**config.mk**
```make
export PLATFORM = sky130hd
export DESIGN_NAME = swdr_top
export DESIGN_NICKNAME = d
export VERILOG_FILES = /design/src/shared/swdr_pkg.sv /design/src/core/swdr_top.sv
export SDC_FILE = /design/constraint.sdc
export NUM_CORES = 1
export LEC_CHECK = 0
export BUFFER_PORTS_ARGS = -buffer_cell sky130_fd_sc_hd__buf_2
export CAP_MARGIN = 25
export CORE_ASPECT_RATIO = 1.5
export CORE_MARGIN = 2
export CORE_UTILIZATION = 36
export DETAILED_ROUTE_END_ITERATION = 7
export PLACE_DENSITY = 0.58
export SYNTH_ARGS = -nofsm -noshare
export SYNTH_HDL_FRONTEND = slang
export SYNTH_SLANG_ARGS = --single-unit
```
**constraint.sdc**
```tcl
create_clock -name CLK_I -period 5.45 [get_ports CLK_I]
set_clock_uncertainty 0.05 [all_clocks]
set_input_delay 1.3625 -clock CLK_I [delete_from_list [all_inputs] [get_ports CLK_I]]
set_output_delay 1.3625 -clock CLK_I [all_outputs]
set_load 0.005 [all_outputs]
```
**src/shared/swdr_pkg.sv**
```systemverilog
// swdr_pkg: constants and types for the strobe watchdog reset block
// assumes a single 200 MHz clock domain
`default_nettype none
package swdr_pkg;
  // ----------------------------------------
  // clock and timing
  // ----------------------------------------
  localparam int unsigned CLK_PERIOD_PS    = 5000;
  localparam int unsigned TICK_US          = 1000;
  localparam int unsigned TICK_CYCLES      = (TICK_US * 1000000) / CLK_PERIOD_PS;
  localparam int unsigned TIMEOUT_GND_MS   = 150;
  localparam int unsigned TIMEOUT_OPEN_MS  = 600;
  localparam int unsigned TIMEOUT_VCC_MS   = 1200;
  localparam int unsigned HOLD_MIN_MS      = 250;
  localparam int unsigned MS_W             = 12;

  // ----------------------------------------
  // select encoding of the three-level pin
  // ----------------------------------------
  typedef enum logic [1:0] {
    SWDR_SEL_GND  = 2'h0,
    SWDR_SEL_OPEN = 2'h1,
    SWDR_SEL_VCC  = 2'h2
  } swdr_sel_t;

  typedef enum logic [1:0] {
    SWDR_ST_RUN  = 2'h1,
    SWDR_ST_HOLD = 2'h2
  } swdr_state_t;

  typedef struct packed {
    logic rst_hi;
    logic rst_lo_oe;
  } swdr_rst_t;
endpackage
`default_nettype wire

```
**src/core/swdr_top.sv**
```systemverilog
// swdr_top: strobe watchdog with complementary reset outputs
// assumes the timeout select pin is resolved outside into two level inputs
// and the open-drain output is pulled up outside the block
`default_nettype none

// How it works
// - no falling edge for timeout: assert resets
// - select gnd 150, open 600, vcc 1200 ms
// - count restarts when resets go inactive
// - falling strobe edge restarts full period
// - hold resets active at least 250 ms
// - only falling edges count as service
// - actual timeout inside min/max window
// - active-high push-pull plus active-low open-drain
module swdr_top
  import swdr_pkg::*;
#(
  parameter int unsigned TICK_CYC   = TICK_CYCLES,
  parameter int unsigned TO_GND_MS  = TIMEOUT_GND_MS,
  parameter int unsigned TO_OPEN_MS = TIMEOUT_OPEN_MS,
  parameter int unsigned TO_VCC_MS  = TIMEOUT_VCC_MS,
  parameter int unsigned HOLD_MS    = HOLD_MIN_MS
) (
  input  wire logic CLK_I,
  input  wire logic RST_I,
  input  wire logic WATCHDOG_STROBE_N_I,
  input  wire logic TIMEOUT_SELECT_HI_I,
  input  wire logic TIMEOUT_SELECT_LO_I,
  output logic      RST_O,
  output logic      RST_N_O,
  output logic      RST_N_OE_O
);
  // ----------------------------------------
  // input synchronisers
  // ----------------------------------------
  logic [2:0] strb_sync_r;
  logic [1:0] sel_hi_sync_r;
  logic [1:0] sel_lo_sync_r;

  always_ff @(posedge CLK_I or posedge RST_I) begin
    if (RST_I) begin
      strb_sync_r   <= 3'h7;
      sel_hi_sync_r <= 2'h0;
      sel_lo_sync_r <= 2'h0;
    end else begin
      strb_sync_r   <= {strb_sync_r[1:0], WATCHDOG_STROBE_N_I};
      sel_hi_sync_r <= {sel_hi_sync_r[0], TIMEOUT_SELECT_HI_I};
      sel_lo_sync_r <= {sel_lo_sync_r[0], TIMEOUT_SELECT_LO_I};
    end
  end

  // edge is taken from stages 2 and 3 so stage 1 feeds nothing else
  wire strobe_fall = strb_sync_r[2] & ~strb_sync_r[1];

  // hi and lo both sensed high: tied to supply; both low: grounded; else open
  wire       sel_hi = sel_hi_sync_r[1];
  wire       sel_lo = sel_lo_sync_r[1];
  swdr_sel_t sel;
  assign sel = (sel_hi & sel_lo) ? SWDR_SEL_VCC :
               (~sel_hi & ~sel_lo) ? SWDR_SEL_GND : SWDR_SEL_OPEN;

  function automatic logic [MS_W-1:0] period_ms(input swdr_sel_t s);
    unique case (s)
      SWDR_SEL_GND:  period_ms = MS_W'(TO_GND_MS);
      SWDR_SEL_VCC:  period_ms = MS_W'(TO_VCC_MS);
      default:       period_ms = MS_W'(TO_OPEN_MS);
    endcase
  endfunction

  wire [MS_W-1:0] timeout_ms = period_ms(sel);

  // ----------------------------------------
  // millisecond tick divider
  // ----------------------------------------
  logic [31:0] div_r;
  logic        tick_r;
  wire         div_end = (div_r == TICK_CYC - 1);

  always_ff @(posedge CLK_I or posedge RST_I) begin
    if (RST_I) begin
      div_r  <= 32'h0;
      tick_r <= 1'b0;
    end else begin
      div_r  <= div_end ? 32'h0 : div_r + 32'h1;
      tick_r <= div_end;
    end
  end

  // ----------------------------------------
  // watchdog state machine
  // ----------------------------------------
  swdr_state_t state_r;
  swdr_state_t state_nxt;
  logic [MS_W-1:0] ms_r;
  logic [MS_W-1:0] ms_nxt;

  // a period may end up to one tick early; well inside the min/max window
  wire expired  = tick_r && (ms_r + MS_W'(1) >= timeout_ms);
  wire hold_end = tick_r && (ms_r >= MS_W'(HOLD_MS));

  always_comb begin
    state_nxt = state_r;
    ms_nxt    = ms_r;
    unique case (state_r)
      SWDR_ST_RUN: begin
        if (strobe_fall) begin
          ms_nxt = '0;
        end else if (expired) begin
          state_nxt = SWDR_ST_HOLD;
          ms_nxt    = '0;
        end else if (tick_r) begin
          ms_nxt = ms_r + MS_W'(1);
        end
      end
      SWDR_ST_HOLD: begin
        if (hold_end) begin
          state_nxt = SWDR_ST_RUN;
          ms_nxt    = '0;
        end else if (tick_r) begin
          ms_nxt = ms_r + MS_W'(1);
        end
      end
      default: begin
        state_nxt = SWDR_ST_HOLD;
        ms_nxt    = '0;
      end
    endcase
  end

  always_ff @(posedge CLK_I or posedge RST_I) begin
    if (RST_I) begin
      state_r <= SWDR_ST_RUN;
      ms_r    <= '0;
    end else begin
      state_r <= state_nxt;
      ms_r    <= ms_nxt;
    end
  end

  // ----------------------------------------
  // reset outputs
  // ----------------------------------------
  swdr_rst_t out_r;
  wire       hold_nxt = (state_nxt == SWDR_ST_HOLD);

  always_ff @(posedge CLK_I or posedge RST_I) begin
    if (RST_I) begin
      out_r <= '0;
    end else begin
      out_r <= '{rst_hi: hold_nxt, rst_lo_oe: hold_nxt};
    end
  end

  assign RST_O      = out_r.rst_hi;
  assign RST_N_OE_O = out_r.rst_lo_oe;
  // open-drain: only ever drives low
  assign RST_N_O    = 1'b0;

  // ----------------------------------------
  // checks
  // ----------------------------------------
  logic [MS_W-1:0] ms_prev_r;
  logic [31:0]     run_cyc_r;
  logic [31:0]     hold_cyc_r;

  // raw cycle counts cross-check the tick divider: a stalled or miscounting
  // divider would still pass the millisecond checks but not these
  wire        run_clr      = (state_r != SWDR_ST_RUN) || strobe_fall;
  wire [31:0] win_lo       = 32'(timeout_ms - MS_W'(1)) * TICK_CYC;
  wire [31:0] win_hi       = 32'(timeout_ms) * TICK_CYC;
  wire [31:0] hold_min_cyc = 32'(HOLD_MS * TICK_CYC);

  always_ff @(posedge CLK_I or posedge RST_I) begin
    if (RST_I) begin
      ms_prev_r  <= '0;
      run_cyc_r  <= 32'h0;
      hold_cyc_r <= 32'h0;
    end else begin
      ms_prev_r  <= ms_r;
      run_cyc_r  <= run_clr ? 32'h0 : run_cyc_r + 32'h1;
      hold_cyc_r <= RST_O ? hold_cyc_r + 32'h1 : 32'h0;
    end
  end
endmodule
`default_nettype wire

```
; Word level (Yosys, flattened, before mapping)
; Cells that the tools add are included.
[word_totals]
ff_bits = 55
elab_cells = 39
[op_classes]
n_reduce_logical = 3
n_eq_ne = 5
add_sub_neg = 2
n_lt_le_gt_ge = 2
mux = 13
bitwise_logic = 6
[ops]
columns = cell, n
row1 = $mux W12, 4
row2 = $add A32 B1 Y32 const B, 1
row3 = $eq A32 B18 Y1 const B, 1
row4 = $mux W32, 1
row5 = $pmux W12 S2, 1
row6 = $pmux W11 S2, 1
row7 = $add A12 B1 Y12 const B, 1
row8 = $ge A12 B12 Y1, 1
row9 = $ge A12 B8 Y1 const B, 1
row10 = $mux W2, 4
row11 = $eq A2 B2 Y1 const B, 3
row12 = $pmux W2 S2, 1
row13 = $and A1 B1 Y1, 3
row14 = $not A1 Y1, 3
row15 = $eq A2 B1 Y1 const B, 1
row16 = $logic_and A1 B1 Y1, 2
row17 = $logic_not A2 Y1, 1
row18 = $mux W1, 1

; Depth between registers and ports, before layout
; Gate-level depths: netlist (run 1).
[depth]
ltp_word = 12
mapped_depth = 11
depth_no_buf = 10

; Least setup slack after synthesis (run 1)
; Ideal clock, no wire load.
[synth_timing]
path_kind = reg-to-reg
from = register ms_r[0]
to = register ms_r[10]
path_stages_with_launch = 11
required_ns = 5.311
setup_ns = 0.089
arrival_time_ns = 2.568
path_slack_ns = 2.743
period_less_slack_ns = 2.707
cell_sequence = dfrtp_1 ha_1 nand3_1 nor4_1 xor2_1 ha_1 a21o_1 o31ai_2 o2111ai_2 buf_6 a211oi_2
[synth_via]
elab_chain_cells = 6
[synth_lines]
columns = item, line_no
row1 = "start, declared", swdr_top.sv:94  ; logic [MS_W-1:0] ms_r;
row2 = "start signal, assigned", swdr_top.sv:136  ; ms_r <= ms_nxt;
row3 = $add A12 B1 Y12, "swdr_top.sv:98, swdr_top.sv:112, swdr_top.sv:120"
row4 = $ge A12 B12 Y1, swdr_top.sv:98  ; wire expired = tick_r && (ms_r + MS_W'(1) >= timeout_ms);
row5 = $logic_and A1 B1 Y1, swdr_top.sv:98
row6 = $mux W12, swdr_top.sv:108  ; end else if (expired) begin
row7 = $mux W12, swdr_top.sv:106  ; if (strobe_fall) begin
row8 = $pmux W12 S2 *, swdr_top.sv:104  ; unique case (state_r)
row9 = net ms_nxt[10], swdr_top.sv:95  ; logic [MS_W-1:0] ms_nxt;
; The timed path passes the listed nets; every way through them passes the cells marked *.

; Worst setup path in the final report (run 1)
[layout_timing]
from = register ms_r[0]
to = register ms_r[3]
; The elaborated chain is that of the path after synthesis.

==> impl_metrics.json, run 1 <==
{
  "status": "finished, final reports clean",
  "ys_dominant_reg_cell": "dfrtp_1",
  "chipHeight_um": 117,
  "netlist_area_mm2": 0.00308,
  "hpwl_um": 4150,
  "startpoint": "ms_r[0]",
  "worstPathMaxFanout": 12,
  "synth.net_count": 307,
  "route.detailed.drc": 0,
  "number_of_antenna_violations_at_the_first_check_in_global_routing": 0,
  "core.rowCount": 41,
  "power.total_w": 0.000836,
  "final.setup.worst_slack_ns": 2.19,
  "timing.critical_path.required_ns": 5.59,
  "tritoncts_num_sinks": 55,
  "synth.avg_cell_area_um2": 10.7,
  "p_switching_w": 0.000155,
  "worstSetupPathDepth": 9,
  "io_buffer_count": 6,
  "synth-simple-area-share_pct": 19.2,
  "period_share_pct": 59.7,
  "worst_hold_path_type": "reg -> reg",
  "grt_start_max_net_pins": 32,
  "max_slew.worst_pin.slew_ns": 0.863,
  "power.share.combinational_pct": 2.3,
  "synth_compound_area_share_pct": 12.0,
  "cts_setup_buffers": 0,
  "cp_top_family": "compound AO/OA/AOI/OAI gates",
  "critPathLaunchType": "register",
  "antenna_left": 0,
  "tritoncts": "built",
  "rsz0062_at_grt": "false",
  "clk_latency_ns": 0.29,
  "ff2ff_path_depth": 9,
  "post_cts_resized": 0,
  "multi_input_area_mm2": 0.00157,
  "postSynthRegisterBits": 55,
  "drtPass1Iterations": 4,
  "detail_route.wl_per_cell_um": 14.2,
  "irDropWorstVdd_mv": 0.173,
  "timing_worst_setup_path_type": "reg -> reg",
  "timing.critical_path.arrival_ns": 3.39,
  "grt_first_pass_wirelength_um": 9660,
  "final-seq-area_mm2": 0.00138,
  "ys.warnings.count": 0,
  "final_core_util_pct": 40.3,
  "cts_max_path_buffers": 2,
  "routabilityCongestion": 0.806,
  "synth_edf_count": 0,
  "cts-hold-fix-buffers": 0,
  "clk_transition_reported_paths_ns": 0.07,
  "final_period_minus_worst_setup_slack_ns": 3.26,
  "post_route_cells_drive_above_1_share_pct": 13.2,
  "dp_slack_ns": 2.17,
  "worstSetupEndpointType": "register",
  "power.share.clock_pct": 48.4,
  "postSynth.asyncResetShare_pct": 100,
  "root_buffer": "clkbuf_16",
  "io_pins": 8,
  "net_switching_share_of_the_total_power_pct": 18.6,
  "critical-path-slowest-cell": "o2111ai_2",
  "drt_wl_total_um": 5600,
  "total_vias_in_the_final_route": 2049,
  "post_drt_via_cell_ratio": 5.19,
  "final.hold.worst_slack_ns": 0.301,
  "antenna_cells": 0,
  "maximum_cell_stage_delay_along_the_critical_path_ns": 0.49,
  "achievable-frequency_mhz": 307,
  "layout-area-overhead-vs-synth_pct": 9.34,
  "min-delay-start": "sel_lo_sync_r[0]",
  "die_w_um": 79.5,
  "detailed_router_s_first_iteration_violation_count": 73,
  "tritoncts_buffer_count": 5,
  "finalMaxSlewViolations": 0,
  "initial_utilization_pct": 36.8,
  "netlist-cell-type-count": 47,
  "num-fill-cells": 840,
  "hold_viol_final": 0,
  "cpMostUsedCell": "ha_1",
  "synth_xor_xnor_area_share_pct": 13.4,
  "grt_usage_pct": 13.3,
  "muxShareOfSynthArea_pct": 0.325,
  "finalSetupViolations": 0,
  "drv.max_cap_violation_count": 0,
  "first_global_vias": 2079,
  "gr-total-overflow": 0,
  "hold-path-cell-count": 0,
  "dominant_combinational_cell_family_by_area_after_synthesis": "simple AND/OR/NAND/NOR gates",
  "num-nets-final": 307,
  "seq_area_frac_synth_pct": 44.8,
  "yosys.area_share.adder_pct": 6.09,
  "seq_power_share_pct": 49.4,
  "fin_tns_setup_ns": 0,
  "h-tree-depth": 2,
  "synthCells": 287,
  "coreArea_mm2": 0.00836,
  "floorplan.die_area_mm2": 0.00933,
  "slew-limit-headroom_pct": 42.0,
  "pwr_dens_mw_per_mm2": 248,
  "r2r_start": "ms_r[0]",
  "power.leakage_nw": 1.48,
  "power_report.internal_total_w": 0.000680,
  "crit_path_cell_trace": "ha_1 > nand3_1 > nor4_1 > xor2_1 > ha_1 > a21o_1 > o31ai_2 > o2111ai_2 > a211oi_1",
  "cp_num_buf_inv": 0
}
==> area by class of cell <==
class	count	area share (%)
clock buffers	6	3.83
clock inverters	2	1.78
inverters	12	1.34
multi-input cells	205	46.7
flip-flops and latches	55	41.0
well taps	107	3.97
repair buffers	8	1.34
==> per-layer routing <==
metal | vias to the layer above | share of wire [%] | GRT usage [%]
li1 | 1026 | - | -
met5 | - | 0 | 0
met2 | 12 | 51 | 23.3
met3 | 10 | 1.8 | 2.76
met1 | 1001 | 45 | 15.4
met4 | 0 | 2.7 | 6.09
==> cells in the final DEF, fill, tap and decap left out, drive strengths merged, types with 2 or more instances in the layout <==
| master | synthesis | final |
|---|---|---|
| o31ai | 3 | 3 |
| nand4 | 12 | 12 |
| xor2 | 21 | 21 |
| and3 | 10 | 10 |
| nor2 | 15 | 15 |
| o21a | 3 | 3 |
| a211oi | 12 | 12 |
| buf | 8 | 8 |
| o21ai | 3 | 3 |
| ha | 15 | 15 |
| and4 | 5 | 5 |
| nor3 | 4 | 4 |
| nand3 | 20 | 20 |
| inv | 12 | 12 |
| dfrtp | 51 | 51 |
| nor4b | 2 | 2 |
| o211ai | 3 | 3 |
| nand2 | 17 | 17 |
| clkbuf | 7 | 6 |
| xnor2 | 26 | 26 |
| bufinv | 0 | 2 |
| and2 | 3 | 3 |
| dfstp | 4 | 4 |
| nand2b | 2 | 2 |
| nor4 | 11 | 11 |
| a21o | 4 | 4 |
==> cell usage after synthesis (all sizes together) (5+ instances only) <==
master  count  area, um^2
dfrtp      51        1280
xnor2      26         228
xor2       21         184
nand3      20         113
nand2      17        63.8
ha         15         188
nor2       15        56.3
a211oi     12         140
inv        12        45.0
nand4      12        90.1
nor4       11        75.1
and3       10        62.6
buf         8        53.8
clkbuf      7        26.3
and4        5        43.8
==> power groups by stage <==
stage / Clock, W / Sequential (W) / Combinational (W)
5_1_grt: 0.000433 / 0.000412 / 0.0000230
6_report: 0.000404 / 0.000412 / 0.0000189
2_1_floorplan: 0 / 0.000420 / 0.0000136
4_1_cts: 0.000414 / 0.000412 / 0.0000203
3_3_place_gp: 0 / 0.000420 / 0.0000197
3_5_place_dp: 0 / 0.000420 / 0.0000201
==> sequential cells by signal, summed over array words and instances (netlist names) <==
register       cells
div_r             32
ms_r              12
strb_sync_r        3
sel_hi_sync_r      2
sel_lo_sync_r      2
state_r            2
RST_N_OE_O         1
tick_r             1
==> worst paths after layout <==
check	slack, ns	endpoint
max in group asynchronous	3.49	strb_sync_r[2]
min in group asynchronous	1.04	RST_N_OE_O
worst max-delay path	2.19	ms_r[3]
worst min register to register	0.30	sel_lo_sync_r[1]
worst max register to register	2.19	ms_r[3]
worst min-delay path	0.30	sel_lo_sync_r[1]
==> cells by family after synthesis <==
group,after synthesis
simple gates,104
flops,55
xor+xnor,47
compound gates,37
buf+inv,27
fa+ha+maj,15
other cells,1
mux,1
==> through the flow <==
step                      std cells  instance area, um^2
after floorplan                 287                 3080
after global routing            395                 3370
after detailed placement        387                 3180
after CTS                       395                 3370
final                           395                 3370
after global placement          387                 3180
Power figures use the tool's default switching activity.
==> run 2, diff against run 1 <==
- clock period: 5.45 -> 3 ns (I/O delays scaled with it)
==> impl_metrics.json, run 2 (same netlist as run 1, synthesis figures left out) <==
{
  "status": "finished, final reports clean",
  "antenna_left": 0,
  "timing.rr.end": "ms_r[3]",
  "power_report.internal_total_w": 0.00115,
  "hold_viol_final": 0,
  "crit_path_cell_trace": "ha_2 > nand3_2 > nor4_4 > xor2_1 > ha_1 > a21o_1 > o31ai_2 > o2111ai_2 > buf_4 > a211oi_1",
  "top_register_by_number_of_flip_flops": "div_r",
  "worstPathMaxFanout": 12,
  "maximum_cell_stage_delay_along_the_critical_path_ns": 0.41,
  "net_switching_share_of_the_total_power_pct": 19.8,
  "chipHeight_um": 117,
  "r2r_start": "ms_r[1]",
  "slew-limit-headroom_pct": 43.9,
  "number_of_antenna_violations_at_the_first_check_in_global_routing": 0,
  "reg_top3": "div_r: 32 flops, ms_r: 12 flops, strb_sync_r: 3 flops",
  "root_buffer": "clkbuf_16",
  "irDropWorstVdd_mv": 0.225,
  "timing.critical_path.required_ns": 3.14,
  "worstSetupEndpointType": "register",
  "critPathLaunchType": "register",
  "cts-hold-fix-buffers": 0,
  "routabilityCongestion": 0.815,
  "cts_max_path_buffers": 2,
  "worstSetupPathDepth": 10,
  "period_share_pct": 93.0,
  "drt_wl_total_um": 6060,
  "worst_hold_path_type": "reg -> reg",
  "p_switching_w": 0.000284,
  "worstSetupEndpoint": "ms_r[3]",
  "cp_num_buf_inv": 1,
  "reg2reg_setup_slack_ns": 0.21,
  "h-tree-depth": 2,
  "pwr_dens_mw_per_mm2": 422,
  "post_route_cells_drive_above_1_share_pct": 15.7,
  "ff2ff_path_depth": 10,
  "initial_utilization_pct": 36.8,
  "finalMaxSlewViolations": 0,
  "cp_top_family": "compound AO/OA/AOI/OAI gates",
  "drtPass1Iterations": 4,
  "total_vias_in_the_final_route": 2100,
  "cts_setup_buffers": 0,
  "clk_transition_reported_paths_ns": 0.07,
  "drv.max_cap_violation_count": 0,
  "seq_power_share_pct": 52.1,
  "first_global_vias": 2172,
  "max_slew.worst_pin.slew_ns": 0.835,
  "tritoncts_buffer_count": 5,
  "route.detailed.drc": 0,
  "detailed_router_s_first_iteration_violation_count": 79,
  "final_common_cell": "dfrtp_1",
  "power.share.combinational_pct": 2.4,
  "startpoint": "ms_r[1]",
  "tritoncts_num_sinks": 55,
  "critical-path-slowest-cell": "dfrtp_2",
  "clk_latency_ns": 0.29,
  "die_w_um": 79.5,
  "post_cts_resized": 0,
  "grt_first_pass_wirelength_um": 10300,
  "post_drt_via_cell_ratio": 5.25,
  "grt_usage_pct": 14.3,
  "io_pins": 8,
  "achievable-frequency_mhz": 358,
  "timing.critical_path.arrival_ns": 2.93,
  "antenna_cells": 0,
  "layout-area-overhead-vs-synth_pct": 10.5,
  "largest_reg_flops": 32,
  "num-nets-final": 312,
  "timing_worst_setup_path_type": "reg -> reg",
  "num-fill-cells": 808,
  "grt_start_max_net_pins": 35,
  "rsz0062_at_grt": "false",
  "gr-total-overflow": 0,
  "power.share.clock_pct": 45.4,
  "layout_common_cells": "dfrtp_1, xnor2_1, xor2_1",
  "final_period_minus_worst_setup_slack_ns": 2.79,
  "detail_route.wl_per_cell_um": 15.1,
  "floorplan.die_area_mm2": 0.00933,
  "coreArea_mm2": 0.00836,
  "finalSetupViolations": 0,
  "tritoncts": "built",
  "io_buffer_count": 6,
  "power.leakage_nw": 1.50,
  "core.rowCount": 41,
  "fin_tns_setup_ns": 0,
  "final.hold.worst_slack_ns": 0.300,
  "hpwl_um": 4350
}
-- run 2: changes by cell type in the layout (fill, tap and decap cells not counted) --
| cell | change |
|---|---|
| clkbuf_1 | +1 |
| dfrtp_2 | +1 |
| dfrtp_1 | -1 |
| bufinv_16 | -1 |
| nand3_1 | -1 |
| buf_4 | +5 |
| ha_1 | -1 |
| ha_2 | +1 |
| nand3_2 | +1 |
| nor4_4 | +1 |
| nor4_1 | -1 |
-- run 2: layer usage --
metal | GRT usage [%] | wire length, um
met1 | 17.1 | 2640
met2 | 25.2 | 3200
met3 | 2.30 | 97
met4 | 6.55 | 121
met5 | 0 | 0
-- run 2: worst min path at each step --
stage / start / to / slack, ns / cells after the start
after floorplan: sel_hi_sync_r[0] / sel_hi_sync_r[1] / 0.28 / 0
after global routing: sel_hi_sync_r[0] / sel_hi_sync_r[1] / 0.31 / 0
final: sel_hi_sync_r[0] / sel_hi_sync_r[1] / 0.30 / 0
after global placement: sel_hi_sync_r[0] / sel_hi_sync_r[1] / 0.28 / 0
after detailed placement: sel_hi_sync_r[0] / sel_hi_sync_r[1] / 0.29 / 0
after CTS: sel_hi_sync_r[0] / sel_hi_sync_r[1] / 0.30 / 0
-- run 2: final cells by class --
class	instances	area (um^2)	share of cell area (%)
clock buffer	7	133	3.90
clock inverter	1	30.0	0.882
inverter	12	45.0	1.32
multi-input combinational	205	1600	46.9
sequential	55	1380	40.6
tap	107	134	3.93
timing repair buffer	13	82.6	2.43
-- run 2: metrics by stage --
step	utilization [%]	setup slack (ns)	instance area, um^2	power, W	instances
3_5_place_dp	38.5	0.0333	3220	0.000800	392
4_1_cts	40.4	0.00632	3380	0.00145	400
6_report	40.7	0.210	3400	0.00144	400
5_1_grt	40.7	0.0362	3400	0.00150	400
3_3_place_gp	38.5	0.135	3220	0.000799	392
2_1_floorplan	-	0.293	3080	0.000788	287
-- run 2: power by group through the flow --
stage	Combinational, W	Clock, W	Sequential [W]
floorplan	0.0000247	0	0.000763
global placement	0.0000358	0	0.000763
detailed placement	0.0000367	0	0.000763
CTS	0.0000370	0.000669	0.000749
global route	0.0000424	0.000705	0.000749
finish	0.0000351	0.000653	0.000749
